## config.mk

```make
export PLATFORM = sky130hd
export DESIGN_NAME = motion_command_sequencer
export DESIGN_NICKNAME = d
export VERILOG_FILES = /design/src/logic/motion_seq_pkg.sv /design/src/logic/motion_command_sequencer.sv
export VERILOG_INCLUDE_DIRS = /design/src /design/src/logic
export SDC_FILE = /design/constraint.sdc
export NUM_CORES = 2
export LEC_CHECK = 0
export BUFFER_PORTS_ARGS = -buffer_cell sky130_fd_sc_hd__buf_2
export CELL_PAD_IN_SITES_DETAIL_PLACEMENT = 0
export CELL_PAD_IN_SITES_GLOBAL_PLACEMENT = 2
export CORE_MARGIN = 5
export CORE_UTILIZATION = 47
export CTS_BUF_LIST = sky130_fd_sc_hd__clkbuf_4 sky130_fd_sc_hd__clkbuf_8
export CTS_CLUSTER_DIAMETER = 120
export DETAILED_ROUTE_END_ITERATION = 8
export PLACE_DENSITY = 0.9
export REMOVE_ABC_BUFFERS = 1
export SYNTH_ARGS = -nofsm -noshare
export SYNTH_HDL_FRONTEND = slang
export SYNTH_SLANG_ARGS = --single-unit
```

## constraint.sdc

```tcl
create_clock -name clk -period 8.5 [get_ports clk]
set_input_delay 1.7 -clock clk [delete_from_list [all_inputs] [get_ports clk]]
set_output_delay 1.7 -clock clk [all_outputs]
set_load 0.05 [all_outputs]
```

## src/logic/motion_seq_map.svh

```systemverilog
// Operation
// RL1: queue flush empties the addressed axis queue
// RL2: kill all flushes, stops every axis abruptly
// RL3: stop all flushes, ramps every axis down
// RL4: stop and clear also clears done flags
// RL5: stop at position uses given target, ramp
// RL6: single axis stop flushes and decelerates axis
// RL7: counted loops nest four deep per axis
// RL8: loop count 1 to 32000, repeated that often
// RL9: loop end closes innermost open loop
// RL10: while block repeats while flag set
// RL11: clear while drops flag, ending loop
// RL12: sync while repeats only while sync true
// RL13: home forward seeks switch, inits position
// RL14: home reverse seeks backwards, inits position
// RL15: home then kill stops pulses without ramp
// RL16: wait input low holds queue until low
// RL17: interrupt clear drops done and errors
// RL18: notified move completion sets done, signals host
// RL19: serial notify sends hex character on link
// RL20: sync wait holds until all release line
// RL21: wait all holds until every move finished
// RL22: timed wait holds queue given milliseconds
// RL23: motion starts only on go command
// RL24: queue entries run strictly in arrival order
`ifndef MOTION_SEQ_MAP_SVH
`define MOTION_SEQ_MAP_SVH

`define REG_CMD        8'h00
`define REG_STATUS     8'h04
`define REG_CTRL       8'h08

`define CMD_OP_LSB     24
`define CMD_AXIS_LSB   20
`define CMD_ARG_LSB    0

`define STAT_DONE_LSB  0
`define STAT_ERR_LSB   8
`define STAT_BUSY_LSB  16
`define STAT_WHILE_LSB 24

`define CTRL_RESET     32'h0000_0000

`define LOOP_DEPTH     4
`define LOOP_MAX       32000
`define LOOP_MIN       1

`define WAIT_UNIT_NS   1000000
`define CLK_PERIOD_NS  4

`endif

```

## src/logic/motion_seq_pkg.sv

```systemverilog
package motion_seq_pkg;

	typedef enum logic [4:0] {
		nop_cmd                   = 5'b00000,
		go_cmd                    = 5'b00001,
		queue_flush_cmd           = 5'b00010,
		kill_all_cmd              = 5'b00011,
		kill_selected_cmd         = 5'b00100,
		stop_all_cmd              = 5'b00101,
		stop_and_clear_cmd        = 5'b00110,
		single_axis_stop_cmd      = 5'b00111,
		stop_at_position_cmd      = 5'b01000,
		loop_start_cmd            = 5'b01001,
		loop_end_cmd              = 5'b01010,
		while_block_cmd           = 5'b01011,
		while_terminator_cmd      = 5'b01100,
		clear_while_cmd           = 5'b01101,
		sync_while_cmd            = 5'b01110,
		sync_while_terminator_cmd = 5'b01111,
		home_forward_cmd          = 5'b10000,
		home_reverse_cmd          = 5'b10001,
		home_then_kill_cmd        = 5'b10010,
		home_reverse_then_kill_cmd = 5'b10011,
		wait_input_low_cmd        = 5'b10100,
		clear_axis_done_cmd       = 5'b10101,
		interrupt_clear_cmd       = 5'b10110,
		notify_done_cmd           = 5'b10111,
		serial_done_notify_cmd    = 5'b11000,
		sync_wait_cmd             = 5'b11001,
		wait_all_cmd              = 5'b11010,
		timed_wait_cmd            = 5'b11011
	} opcode_t;

	typedef enum logic [2:0] {
		EX_RUN   = 3'b000,
		EX_HOME  = 3'b001,
		EX_INPUT = 3'b010,
		EX_SYNC  = 3'b011,
		EX_ALL   = 3'b100,
		EX_TIME  = 3'b101
	} exec_t;

endpackage

```

## src/logic/motion_command_sequencer.sv

```systemverilog
`timescale 1ns/10ps
`include "motion_seq_map.svh"

module motion_command_sequencer #(
	parameter int N         = 4,
	parameter int QDEPTH    = 16,
	parameter int NIN       = 8,
	parameter int MS_CYCLES = `WAIT_UNIT_NS / `CLK_PERIOD_NS
) (
	// clock and reset
	input  wire logic                    clk,
	input  wire logic                    rstn,
	// wishbone slave
	input  wire logic                    wb_cyc_i,
	input  wire logic                    wb_stb_i,
	input  wire logic                    wb_we_i,
	input  wire logic [7:0]              wb_adr_i,
	input  wire logic [3:0]              wb_sel_i,
	input  wire logic [31:0]             wb_dat_i,
	output      logic [31:0]             wb_dat_o,
	output      logic                    wb_ack_o,
	// motion engine, same clock
	input  wire logic [N-1:0]            axis_busy,
	output      logic [N-1:0]            go_pulse,
	output      logic [N-1:0]            kill_pulse,
	output      logic [N-1:0]            stop_pulse,
	output      logic [N-1:0]            stop_at_pulse,
	output      logic [N-1:0][19:0]      stop_target,
	output      logic [19:0]             stop_ramp_dist,
	output      logic [N-1:0]            pos_init_pulse,
	output      logic [N-1:0]            home_seek,
	output      logic [N-1:0]            home_reverse,
	// pins
	input  wire logic [N-1:0]            home_sw,
	input  wire logic [NIN-1:0]          user_in,
	input  wire logic                    sync_i,
	output      logic                    sync_o,
	output      logic                    sync_oe,
	// serial done notification
	input  wire logic                    tx_ready,
	output      logic                    tx_valid,
	output      logic [7:0]              tx_data
);
	import motion_seq_pkg::*;

	localparam int AW  = $clog2(QDEPTH);
	localparam int PW  = AW + 1;
	localparam int AXW = (N > 1) ? $clog2(N) : 1;
	localparam int SLW = $clog2(NIN);
	localparam int MW  = $clog2(MS_CYCLES);

	function automatic logic [14:0] clamp_count(input logic [19:0] v);
		if (v < 20'(`LOOP_MIN))
			return 15'(`LOOP_MIN);
		else if (v > 20'(`LOOP_MAX))
			return 15'(`LOOP_MAX);
		else
			return v[14:0];
	endfunction

	function automatic logic [7:0] hex_char(input logic [3:0] v);
		return (v < 4'ha) ? 8'h30 + {4'h0, v} : 8'h37 + {4'h0, v};
	endfunction

	// pin synchronisers
	logic [N-1:0]    home_s1, home_s2;
	logic [NIN-1:0]  in_s1, in_s2;
	logic            sync_s1, sync_s2;

	always_ff @(posedge clk) begin
		home_s1 <= home_sw;
		home_s2 <= home_s1;
		in_s1   <= user_in;
		in_s2   <= in_s1;
		sync_s1 <= sync_i;
		sync_s2 <= sync_s1;
	end

	// bus decode
	wire             bus_req  = wb_cyc_i & wb_stb_i & ~wb_ack_o;
	wire             full_sel = (wb_sel_i == 4'hf);
	wire             cmd_wr   = bus_req & wb_we_i & full_sel & (wb_adr_i == `REG_CMD);
	wire             ctrl_wr  = bus_req & wb_we_i & full_sel & (wb_adr_i == `REG_CTRL);
	wire opcode_t    cmd_op   = opcode_t'(wb_dat_i[`CMD_OP_LSB +: 5]);
	wire [AXW-1:0]   cmd_axis = wb_dat_i[`CMD_AXIS_LSB +: AXW];
	wire [19:0]      cmd_arg  = wb_dat_i[`CMD_ARG_LSB +: 20];
	wire             axis_ok  = ({28'h000_0000, wb_dat_i[`CMD_AXIS_LSB +: 4]} < 32'(N));
	wire             immediate = (cmd_op == queue_flush_cmd) || (cmd_op == kill_all_cmd) ||
		(cmd_op == kill_selected_cmd) || (cmd_op == stop_all_cmd) ||
		(cmd_op == stop_and_clear_cmd) || (cmd_op == single_axis_stop_cmd) ||
		(cmd_op == stop_at_position_cmd) || (cmd_op == clear_while_cmd) ||
		(cmd_op == interrupt_clear_cmd);

	// per-axis state, then the shared millisecond time base
	logic [24:0]     qmem [N][QDEPTH];
	logic [PW-1:0]   wr_ptr [N];
	logic [PW-1:0]   rd_ptr [N];
	logic [PW-1:0]   base_ptr [N];
	exec_t           ex [N];
	logic [2:0]      depth [N];
	logic [14:0]     loop_cnt [N][`LOOP_DEPTH];
	logic [PW-1:0]   loop_addr [N][`LOOP_DEPTH];
	logic [N-1:0]    whl_flag, whl_open, swl_open;
	logic [PW-1:0]   whl_addr [N];
	logic [PW-1:0]   swl_addr [N];
	logic [SLW-1:0]  wait_sel [N];
	logic [19:0]     tmr [N];
	logic [N-1:0]    home_kill, notify_pend, serial_pend, armed, serial_arm;
	logic [N-1:0]    done, err, tx_pend, busy_q;
	logic [MW-1:0]   ms_cnt;
	logic            ms_tick;

	// one millisecond time base shared by all axes
	always_ff @(posedge clk) begin
		if (!rstn) begin
			ms_cnt  <= '0;
			ms_tick <= 1'b0;
		end else begin
			ms_tick <= (ms_cnt == MW'(MS_CYCLES - 1));
			ms_cnt  <= (ms_cnt == MW'(MS_CYCLES - 1)) ? '0 : ms_cnt + 1'b1;
		end
	end

	wire             all_idle = (axis_busy == '0) && (home_seek == '0);
	wire [N-1:0]     axis_done_now = armed & busy_q & ~axis_busy & serial_arm;

	always_ff @(posedge clk) begin
		if (!rstn) begin
			go_pulse       <= '0;
			kill_pulse     <= '0;
			stop_pulse     <= '0;
			stop_at_pulse  <= '0;
			stop_target    <= '0;
			pos_init_pulse <= '0;
			home_seek      <= '0;
			home_reverse   <= '0;
			home_kill      <= '0;
			whl_flag       <= '0;
			whl_open       <= '0;
			swl_open       <= '0;
			notify_pend    <= '0;
			serial_pend    <= '0;
			armed          <= '0;
			serial_arm     <= '0;
			done           <= '0;
			err            <= '0;
			tx_pend        <= '0;
			busy_q         <= '0;
			for (int a = 0; a < N; a++) begin
				wr_ptr[a]   <= '0;
				rd_ptr[a]   <= '0;
				base_ptr[a] <= '0;
				ex[a]       <= EX_RUN;
				depth[a]    <= '0;
				whl_addr[a] <= '0;
				swl_addr[a] <= '0;
				wait_sel[a] <= '0;
				tmr[a]      <= '0;
			end
		end else begin
			go_pulse       <= '0;
			kill_pulse     <= '0;
			stop_pulse     <= '0;
			stop_at_pulse  <= '0;
			pos_init_pulse <= '0;
			busy_q         <= axis_busy;
			for (int a = 0; a < N; a++) begin
				// cleared ahead of everything else, so an error raised in this cycle still lands
				if (cmd_wr && cmd_op == interrupt_clear_cmd)
					err[a] <= 1'b0; // RL17
				// executor: one entry per cycle, strictly in order
				if (ex[a] == EX_RUN && rd_ptr[a] != wr_ptr[a]) begin // RL24
					rd_ptr[a] <= rd_ptr[a] + 1'b1;
					case (opcode_t'(qmem[a][rd_ptr[a][AW-1:0]][24:20]))
						go_cmd: begin
							go_pulse[a]   <= 1'b1; // RL23
							armed[a]      <= notify_pend[a];
							serial_arm[a] <= serial_pend[a];
							notify_pend[a] <= 1'b0;
							serial_pend[a] <= 1'b0;
						end
						loop_start_cmd: begin
							if (depth[a] == 3'(`LOOP_DEPTH)) begin
								err[a] <= 1'b1; // RL7
							end else begin
								loop_cnt[a][depth[a][1:0]]  <= clamp_count(qmem[a][rd_ptr[a][AW-1:0]][19:0]); // RL8
								loop_addr[a][depth[a][1:0]] <= rd_ptr[a] + 1'b1;
								depth[a] <= depth[a] + 1'b1; // RL7
							end
						end
						loop_end_cmd: begin
							if (depth[a] != '0) begin
								if (loop_cnt[a][2'(depth[a] - 1'b1)] > 15'h0001) begin
									loop_cnt[a][2'(depth[a] - 1'b1)] <= loop_cnt[a][2'(depth[a] - 1'b1)] - 1'b1; // RL8
									rd_ptr[a] <= loop_addr[a][2'(depth[a] - 1'b1)]; // RL9
								end else begin
									depth[a] <= depth[a] - 1'b1; // RL9
								end
							end
						end
						while_block_cmd: begin
							whl_flag[a] <= 1'b1;
							whl_open[a] <= 1'b1;
							whl_addr[a] <= rd_ptr[a] + 1'b1;
						end
						while_terminator_cmd: begin
							if (whl_flag[a])
								rd_ptr[a] <= whl_addr[a]; // RL10
							else
								whl_open[a] <= 1'b0;
						end
						sync_while_cmd: begin
							swl_open[a] <= 1'b1;
							swl_addr[a] <= rd_ptr[a] + 1'b1;
						end
						sync_while_terminator_cmd: begin
							if (sync_s2)
								rd_ptr[a] <= swl_addr[a]; // RL12
							else
								swl_open[a] <= 1'b0;
						end
						home_forward_cmd, home_reverse_cmd, home_then_kill_cmd, home_reverse_then_kill_cmd: begin
							home_seek[a]    <= 1'b1; // RL13
							home_reverse[a] <= qmem[a][rd_ptr[a][AW-1:0]][20]; // RL14
							home_kill[a]    <= qmem[a][rd_ptr[a][AW-1:0]][21]; // RL15
							ex[a]           <= EX_HOME;
						end
						wait_input_low_cmd: begin
							wait_sel[a] <= qmem[a][rd_ptr[a][AW-1:0]][SLW-1:0];
							ex[a]       <= EX_INPUT; // RL16
						end
						clear_axis_done_cmd: done[a] <= 1'b0;
						notify_done_cmd: begin
							notify_pend[a] <= 1'b1;
							serial_pend[a] <= 1'b0;
						end
						serial_done_notify_cmd: begin
							notify_pend[a] <= 1'b1;
							serial_pend[a] <= 1'b1; // RL19
						end
						sync_wait_cmd: ex[a] <= EX_SYNC; // RL20
						wait_all_cmd: ex[a] <= EX_ALL; // RL21
						timed_wait_cmd: begin
							tmr[a] <= qmem[a][rd_ptr[a][AW-1:0]][19:0];
							if (qmem[a][rd_ptr[a][AW-1:0]][19:0] != '0)
								ex[a] <= EX_TIME; // RL22
						end
						default: ;
					endcase
				end else begin
					case (ex[a])
						EX_HOME: if (home_s2[a]) begin
							home_seek[a]      <= 1'b0;
							pos_init_pulse[a] <= 1'b1; // RL13
							kill_pulse[a]     <= home_kill[a]; // RL15
							stop_pulse[a]     <= ~home_kill[a];
							ex[a]             <= EX_RUN;
						end
						EX_INPUT: if (!in_s2[wait_sel[a]]) ex[a] <= EX_RUN; // RL16
						EX_SYNC: if (sync_s2) ex[a] <= EX_RUN; // RL20
						EX_ALL: if (all_idle) ex[a] <= EX_RUN; // RL21
						// the tick phase runs free, so one extra tick keeps a wait from ending short
						EX_TIME: if (ms_tick) begin
							tmr[a] <= tmr[a] - 1'b1; // RL22
							if (tmr[a] == 20'h0_0000)
								ex[a] <= EX_RUN;
						end
						default: ;
					endcase
				end

				// entries are only released once no loop can return to them
				if (depth[a] == '0 && !whl_open[a] && !swl_open[a])
					base_ptr[a] <= rd_ptr[a];

				// host commands into this axis
				if (cmd_wr && axis_ok && !immediate && cmd_axis == AXW'(a)) begin
					if (wr_ptr[a] - base_ptr[a] == PW'(QDEPTH)) begin
						err[a] <= 1'b1;
					end else begin
						qmem[a][wr_ptr[a][AW-1:0]] <= {cmd_op, cmd_arg};
						wr_ptr[a] <= wr_ptr[a] + 1'b1;
					end
				end
				if (cmd_wr && immediate) begin
					if ((cmd_op == queue_flush_cmd && cmd_axis == AXW'(a)) || // RL1
						cmd_op == kill_all_cmd || cmd_op == stop_all_cmd || cmd_op == stop_and_clear_cmd ||
						(cmd_op == kill_selected_cmd && cmd_arg[a]) ||
						(cmd_op == single_axis_stop_cmd && cmd_axis == AXW'(a))) begin
						rd_ptr[a]   <= wr_ptr[a];
						base_ptr[a] <= wr_ptr[a];
						depth[a]    <= '0;
						whl_flag[a] <= 1'b0;
						whl_open[a] <= 1'b0;
						swl_open[a] <= 1'b0;
						ex[a]       <= EX_RUN;
						if (cmd_op != queue_flush_cmd)
							home_seek[a] <= 1'b0;
					end
					if (cmd_op == kill_all_cmd || (cmd_op == kill_selected_cmd && cmd_arg[a]))
						kill_pulse[a] <= 1'b1; // RL2
					if (cmd_op == stop_all_cmd || cmd_op == stop_and_clear_cmd) // RL3
						stop_pulse[a] <= 1'b1; // RL4
					if (cmd_op == single_axis_stop_cmd && cmd_axis == AXW'(a))
						stop_pulse[a] <= 1'b1; // RL6
					if (cmd_op == stop_at_position_cmd && cmd_axis == AXW'(a)) begin
						stop_at_pulse[a] <= 1'b1; // RL5
						stop_target[a]   <= cmd_arg;
					end
					if (cmd_op == clear_while_cmd && cmd_axis == AXW'(a))
						whl_flag[a] <= 1'b0; // RL11
					if (cmd_op == stop_and_clear_cmd)
						done[a] <= 1'b0; // RL4
					if (cmd_op == interrupt_clear_cmd)
						done[a] <= 1'b0; // RL17
				end
				if (cmd_wr && !axis_ok && cmd_op != kill_all_cmd && cmd_op != stop_all_cmd &&
					cmd_op != stop_and_clear_cmd && cmd_op != interrupt_clear_cmd &&
					cmd_op != kill_selected_cmd && a == 0)
					err[a] <= 1'b1;

				// completion of a notified move; set comes last so it beats any clear
				if (armed[a] && busy_q[a] && !axis_busy[a]) begin
					armed[a] <= 1'b0;
					done[a]  <= 1'b1; // RL18
					if (serial_arm[a])
						tx_pend[a] <= 1'b1; // RL19
				end
			end
			if (!tx_valid && tx_pend != '0)
				tx_pend <= (tx_pend & (tx_pend - 1'b1)) | axis_done_now; // RL19
		end
	end

	// serial notification: one hex character, the axis number, per completion
	logic [3:0]      tx_axis;

	always_comb begin
		tx_axis = '0;
		for (int a = N - 1; a >= 0; a--)
			if (tx_pend[a])
				tx_axis = 4'(a);
	end

	always_ff @(posedge clk) begin
		if (!rstn) begin
			tx_valid <= 1'b0;
			tx_data  <= 8'h00;
		end else if (tx_valid) begin
			if (tx_ready)
				tx_valid <= 1'b0;
		end else if (tx_pend != '0) begin
			tx_valid <= 1'b1;
			tx_data  <= hex_char(tx_axis); // RL19
		end
	end

	// shared sync line: held low except while an axis waits on it or runs a sync-while block;
	// letting go inside the block is what lets its own terminator ever see the line high
	logic [N-1:0]    sync_wait;

	always_comb begin
		for (int a = 0; a < N; a++)
			sync_wait[a] = (ex[a] == EX_SYNC) || swl_open[a]; // RL12
	end

	always_ff @(posedge clk) begin
		if (!rstn) begin
			sync_o  <= 1'b0;
			sync_oe <= 1'b1;
		end else begin
			sync_o  <= 1'b0;
			sync_oe <= (sync_wait == '0); // RL20
		end
	end

	// register read view
	logic [31:0]     status_word;

	always_comb begin
		status_word = '0;
		for (int a = 0; a < N; a++) begin
			status_word[`STAT_DONE_LSB + a]  = done[a];
			status_word[`STAT_ERR_LSB + a]   = err[a];
			status_word[`STAT_BUSY_LSB + a]  = (ex[a] != EX_RUN) || (rd_ptr[a] != wr_ptr[a]);
			status_word[`STAT_WHILE_LSB + a] = whl_flag[a];
		end
	end

	wire [31:0]      read_word = (wb_adr_i == `REG_STATUS) ? status_word :
		(wb_adr_i == `REG_CTRL) ? {12'h000, stop_ramp_dist} : 32'h0000_0000;

	always_ff @(posedge clk) begin
		if (!rstn) begin
			wb_ack_o       <= 1'b0;
			wb_dat_o       <= 32'h0000_0000;
			stop_ramp_dist <= 20'(`CTRL_RESET);
		end else begin
			wb_ack_o <= bus_req;
			wb_dat_o <= (bus_req && !wb_we_i) ? read_word : 32'h0000_0000;
			if (ctrl_wr)
				stop_ramp_dist <= wb_dat_i[19:0]; // RL5
		end
	end

endmodule

```

After elaboration in Yosys (flattened, before gate mapping)
Memories as Yosys holds them, arrays and structs flattened.
Cells that the tools add are included.
{"block": "word_totals", "input_bits": 67, "wordCells": 1986, "ramBits": 2136, "memories": 12, "ff_bits": 264, "out_inout_bits": 172}
{"block": "classes", "magnitude_cmp": 46, "add_sub_neg": 32, "n_eq_ne": 126, "reduce_logical": 225, "bitwise": 385, "n_mux": 1097}
{"memory": "qmem", "depth": 4, "width": 400, "rd": 4, "rd_clocked_by_memory_dff": 0, "write_ports": 1, "line_no": "motion_command_sequencer.sv:95", "source": "logic [24:0] qmem [N][QDEPTH];"}
{"memory": "loop_cnt", "depth": 4, "width": 60, "rd": 4, "rd_clocked_by_memory_dff": 0, "write_ports": 4, "line_no": "motion_command_sequencer.sv:101", "source": "logic [14:0] loop_cnt [N][`LOOP_DEPTH];"}
{"memory": "loop_addr", "depth": 4, "width": 20, "rd": 4, "rd_clocked_by_memory_dff": 0, "write_ports": 4, "line_no": "motion_command_sequencer.sv:102", "source": "logic [PW-1:0] loop_addr [N][`LOOP_DEPTH];"}
{"memory": "tmr", "depth": 4, "width": 20, "rd": 4, "rd_clocked_by_memory_dff": 0, "write_ports": 4, "line_no": "motion_command_sequencer.sv:107", "source": "logic [19:0] tmr [N];"}
{"memory": "base_ptr", "depth": 4, "width": 5, "rd": 4, "rd_clocked_by_memory_dff": 0, "write_ports": 4, "line_no": "motion_command_sequencer.sv:98", "source": "logic [PW-1:0] base_ptr [N];"}
{"memory": "rd_ptr", "depth": 4, "width": 5, "rd": 4, "rd_clocked_by_memory_dff": 0, "write_ports": 4, "line_no": "motion_command_sequencer.sv:97", "source": "logic [PW-1:0] rd_ptr [N];"}
{"memory": "+6 memories"}
{"operator": "400-bit 2-to-1 mux", "n": 10}
{"operator": "400-bit OR reduction", "n": 3}
{"operator": "1-bit 2-to-1 mux", "n": 844}
{"operator": "15-bit 2-to-1 mux", "n": 40}
{"operator": "60-bit 2-to-1 mux", "n": 8}
{"operator": "25-bit binary-select mux with 4-bit select", "n": 4}
{"operator": "25-bit demux with 4-bit select", "n": 4}
{"operator": "1-bit bitwise OR", "n": 348}
{"operator": "25-bit 2-to-1 mux", "n": 12}
{"operator": "20-bit 2-to-1 mux", "n": 13}
{"operator": "5-bit 2-to-1 mux", "n": 52}
{"operator": "5-bit == test (second input constant)", "n": 49}
{"operator": "15-bit demux with 2-bit select", "n": 8}
{"operator": "3-bit 2-to-1 mux", "n": 60}
{"operator": "5-bit by 4-bit == test with 1-bit output (second input constant)", "n": 26}
{"operator": "15-bit binary-select mux with 2-bit select", "n": 4}
{"operator": "20-bit by 15-bit greater-than comparator with 1-bit output (second input constant)", "n": 4}
{"operator": "20-bit logical NOT", "n": 4}
{"operator": "20-bit by 1-bit < comparator with 1-bit output (second input constant)", "n": 4}
{"operator": "20-bit nonzero test", "n": 4}
{"operator": "20-bit by 1-bit subtractor with 20-bit output (second input constant)", "n": 4}
{"operator": "1-bit logical AND", "n": 69}
{"operator": "2-bit AND reduction", "n": 31}
{"operator": "15-bit by 1-bit greater-than comparator with 1-bit output (second input constant)", "n": 4}
{"operator": "58 further kinds", "n": 302}

Depth between registers and ports, before layout
An unclocked memory read counts as a cell.
{"block": "logic_depth", "ltp_word": 22, "depth_mapped": 18, "ltp_nobuf": 12}

Worst setup path after synthesis
OpenSTA, ideal clock, no wires.
{"block": "synth_timing", "path_type": "input-to-reg", "startpoint": "input port wb_adr_i[5]", "endpoint": "memory qmem[3][275] (netlist bit), enable pin", "arrival_ps": 6110, "cell_stages": 9, "required_time_ps": 8030, "slack_ps": 1920, "path_cell_list": "or4_1 > or4_1 > clkbuf_1 > nor3_1 > and3_1 > buf_2 > nand3_1 > clkbuf_1 > nor4_1"}
{"block": "synth_between", "elab_chain_cells": 12}
{"element": "from (decl)", "line_no": "motion_command_sequencer.sv:17", "source": "input wire logic [7:0] wb_adr_i,"}
{"element": "8-bit logical NOT (no line) *"}
{"element": "1-bit AND *", "line_no": "motion_command_sequencer.sv:82", "source": "wire cmd_wr = bus_req & wb_we_i & full_sel & (wb_adr_i == `REG_CMD);"}
{"element": "1-bit logical AND * (2 in a row)", "line_no": "motion_command_sequencer.sv:277", "source": "if (cmd_wr && axis_ok && !immediate && cmd_axis == AXW'(a)) begin"}
{"element": "1-bit logical AND", "line_no": "motion_command_sequencer.sv:277"}
{"element": "1-bit 2-to-1 mux", "line_no": "motion_command_sequencer.sv:277"}
{"element": "1-bit 2-to-1 mux", "line_no": "motion_command_sequencer.sv:128", "source": "if (!rstn) begin"}
{"element": "400-bit 2-to-1 mux (not written as such)", "line_no": "motion_command_sequencer.sv:281", "source": "qmem[a][wr_ptr[a][AW-1:0]] <= {cmd_op, cmd_arg};"}
{"element": "400-bit OR reduction (no line)"}
{"element": "2-bit 2-to-1 mux (no line) / 400-bit 2-to-1 mux (equally long branches) (3 in a row)"}
{"element": "to (decl)", "line_no": "motion_command_sequencer.sv:95"}
Every way passes the cells marked *; elsewhere a longest branch is shown, timed or not.

==> impl_metrics.env <==
export IMPL_r2r_start="depth[2][0]$_SDFFCE_PP0P_"
export IMPL_place_gp_congestion=0.8794
export IMPL_crit_required_ps=9100
export IMPL_ff2ff_setup_slack_ps=2820
export IMPL_power_density_nw_per_um2=247.3
export IMPL_synth_area_leader_cell="edfxtp_1"
export IMPL_rsz0062_at_grt="no"
export IMPL_clk_pin_slew_ps=60
export IMPL_hpwlAfterDp_um=164700
export IMPL_finalCritPeriodShare=0.6687
export IMPL_start_kind="flip-flop"
export IMPL_h_tree_depth=5
export IMPL_crit_start="depth[2][0]$_SDFFCE_PP0P_"
export IMPL_dr_first_iter_drc_count=6032
export IMPL_synth_distinct_cells=110
export IMPL_cts_inserted_buffers=394
export IMPL_rows=169
export IMPL_place_area_um2=104900
export IMPL_async_flop_share=0
export IMPL_synth_area_um2=100700
export IMPL_core_um2=212500
export IMPL_fin_area_um2=112700
export IMPL_status="finished clean"
export IMPL_cts_tree="built"
export IMPL_worstPathMaxFanout=25
export IMPL_synthCells=6196
export IMPL_timing_rr_end="loop_cnt[2][40]$_DFFE_PP_"
export IMPL_yosysWarnings=0
export IMPL_antenna_found_initial=13
export IMPL_dp_cells=9092
export IMPL_wire_per_inst_um=26.88
export IMPL_postRouteAntennaNets=0
export IMPL_hold_path_class="flip-flop to flip-flop"
export IMPL_synthFlopType="edfxtp_1"
export IMPL_tns_ps=0
export IMPL_grt_usage=0.2326
export IMPL_crit_type="flip-flop to flip-flop"
export IMPL_start_util=0.4737
export IMPL_synth_seq_cells=2387
export IMPL_port_buffers=222
export IMPL_syn_avg_cell_area_um2=16.25
export IMPL_dp_slack_ps=2027
export IMPL_cts_resized=0
export IMPL_drv_slew=0
export IMPL_power_mw=27.88
export IMPL_final_core_util=0.5304
export IMPL_drc=0
export IMPL_cts_root_buf="clkbuf_8"
export IMPL_postCtsSetupRepairBufs=0
export IMPL_final_nets=6808
export IMPL_grt_pass1_wl_um=386800
export IMPL_ir_worst_vdd_mv=0.1761
export IMPL_syn2layout_area_growth_pct=11.98
export IMPL_seq_area_frac_synth=0.6871
export IMPL_finClkSkew_ps=97.77
export IMPL_synth_edff_count=2136
export IMPL_setup_violations=0
export IMPL_min_period_ps=5684
export IMPL_hold_ws_ps=320.8
export IMPL_postCtsHoldBufs=0
export IMPL_vias_per_cell=5.952
export IMPL_die_h_um=472.8
export IMPL_routed_wl_um=263200
export IMPL_dr_pass1_iters=6
export IMPL_fmax_mhz=175.9
export IMPL_grt_max_degree=108
export IMPL_worstMarginPinSlew_ps=1315
export IMPL_end_kind="flip-flop"
export IMPL_vias=58300
export IMPL_dieArea_um2=223500
export IMPL_io_pins=239
export IMPL_insertion_delay_ps=1100
export IMPL_crit_end="loop_cnt[2][40]$_DFFE_PP_"
export IMPL_layout_commonest_cell="edfxtp_1"
export IMPL_grt_pass1_vias=58930
export IMPL_synth_area_leaders="edfxtp_1 64%, mux4_2 11%, dfxtp_1 5.0%"
export IMPL_critical_path_arrival_ps=6290
export IMPL_final_cell_mix="2136 x edfxtp_1, 510 x nand2_1, 475 x mux4_2"
export IMPL_leakagePower_nw=37.52
export IMPL_clk_path_buf_depth=4
export IMPL_overflow=0
export IMPL_worst_r2r_cell_count=12
export IMPL_die_w_um=472.8
export IMPL_drv_cap=0
export IMPL_synth_top_area_frac=0.6372
export IMPL_maxSlewHeadroom=0.1215
export IMPL_final_cells=9795
export IMPL_hold_viol=0
export IMPL_setup_ws_ps=2816
export IMPL_cts_sinks=2387
export IMPL_final_layout_size_suffix_gt1_frac=0.2339
[synth_stat cells, drive strengths merged, types with 24 or more instances]
cell    instances
o22ai         116
nor4           69
dfxtp         251
mux4          501
inv           119
or3            36
mux2           43
and3           38
nand3          98
nor3          109
nand4          29
buf           179
a21oi         247
clkbuf        137
a22o           65
ha             74
a221oi         41
mux2i         152
o21ai         162
edfxtp       2136
xnor2         117
nor2          360
and2           97
a211oi         24
nand2         518
a22oi          36
xor2           73
nand2b         56
nor2b          59
a21o           30
[flip-flops by register name, indices dropped and copies added, names as in the netlist, 24 cells and up]
signal / cells
stop_target: 80
qmem: 1600
tmr: 80
wb_dat_o: 24
loop_addr: 80
loop_cnt: 240
[kinds of logic (layout without fill, tap and decap cells)]
family	Yosys count	count (layout)	synth area share
AO/OA/AOI/OAI	838	838	0.05441
XOR/XNOR	190	190	0.01653
adder cells (fa/ha/maj)	74	74	0.009198
buffers and inverters	435	1193	0.02267
flip-flops	2387	2387	0.6871
multiplexers	696	696	0.1330
other	1	21	0.00003725
AND/OR/NAND/NOR	1575	1575	0.07704
[worst max-delay path, cell delays in order (launching register included)]
cell      delay, ps
edfxtp_1        330
buf_4           420
inv_1           160
ha_1            510
buf_4           350
mux4_2          430
or2_2           330
nor3_1          470
a21oi_1         130
or4_1           770
and2_1          380
nand2_4         320
nand2b_1        570
[worst min-delay path by stage]
stage | start | end | cells after the start
after global routing | home_s1[2]$_DFF_P_ | home_s2[2]$_DFF_P_ | 0
after global placement | in_s1[7]$_DFF_P_ | in_s2[7]$_DFF_P_ | 0
after floorplan | home_s1[0]$_DFF_P_ | home_s2[0]$_DFF_P_ | 0
after detailed placement | in_s1[1]$_DFF_P_ | in_s2[1]$_DFF_P_ | 0
final | in_s1[4]$_DFF_P_ | in_s2[4]$_DFF_P_ | 0
after CTS | home_s1[2]$_DFF_P_ | home_s2[2]$_DFF_P_ | 0
[cell type report]
type | count | area, µm²
tap | 2821 | 3530
antenna | 8 | 20.02
clock buffer | 542 | 6646
clock inverter | 153 | 1112
fill | 16870 | 99790
multi-input combinational | 3386 | 29430
timing repair buffer | 379 | 2357
sequential | 2387 | 69170
inverter | 119 | 454.2
[where the power goes]
| group | internal, mW | switching [mW] | total [mW] |
|---|---|---|---|
| Clock | 5.53 | 4.49 | 10.0 |
| Sequential | 13.0 | 0.177 | 13.2 |
| Combinational | 1.81 | 2.87 | 4.68 |
[layer usage]
metal  vias up  routed length, µm  global-route usage
met5         -                 16                   0
met4         2              11730              0.1000
met3       480              20020             0.04486
met2      2555             130100              0.3863
met1     29870             101400              0.3014
li1      25400                  -                   -
(Power assumes the default switching activity.)
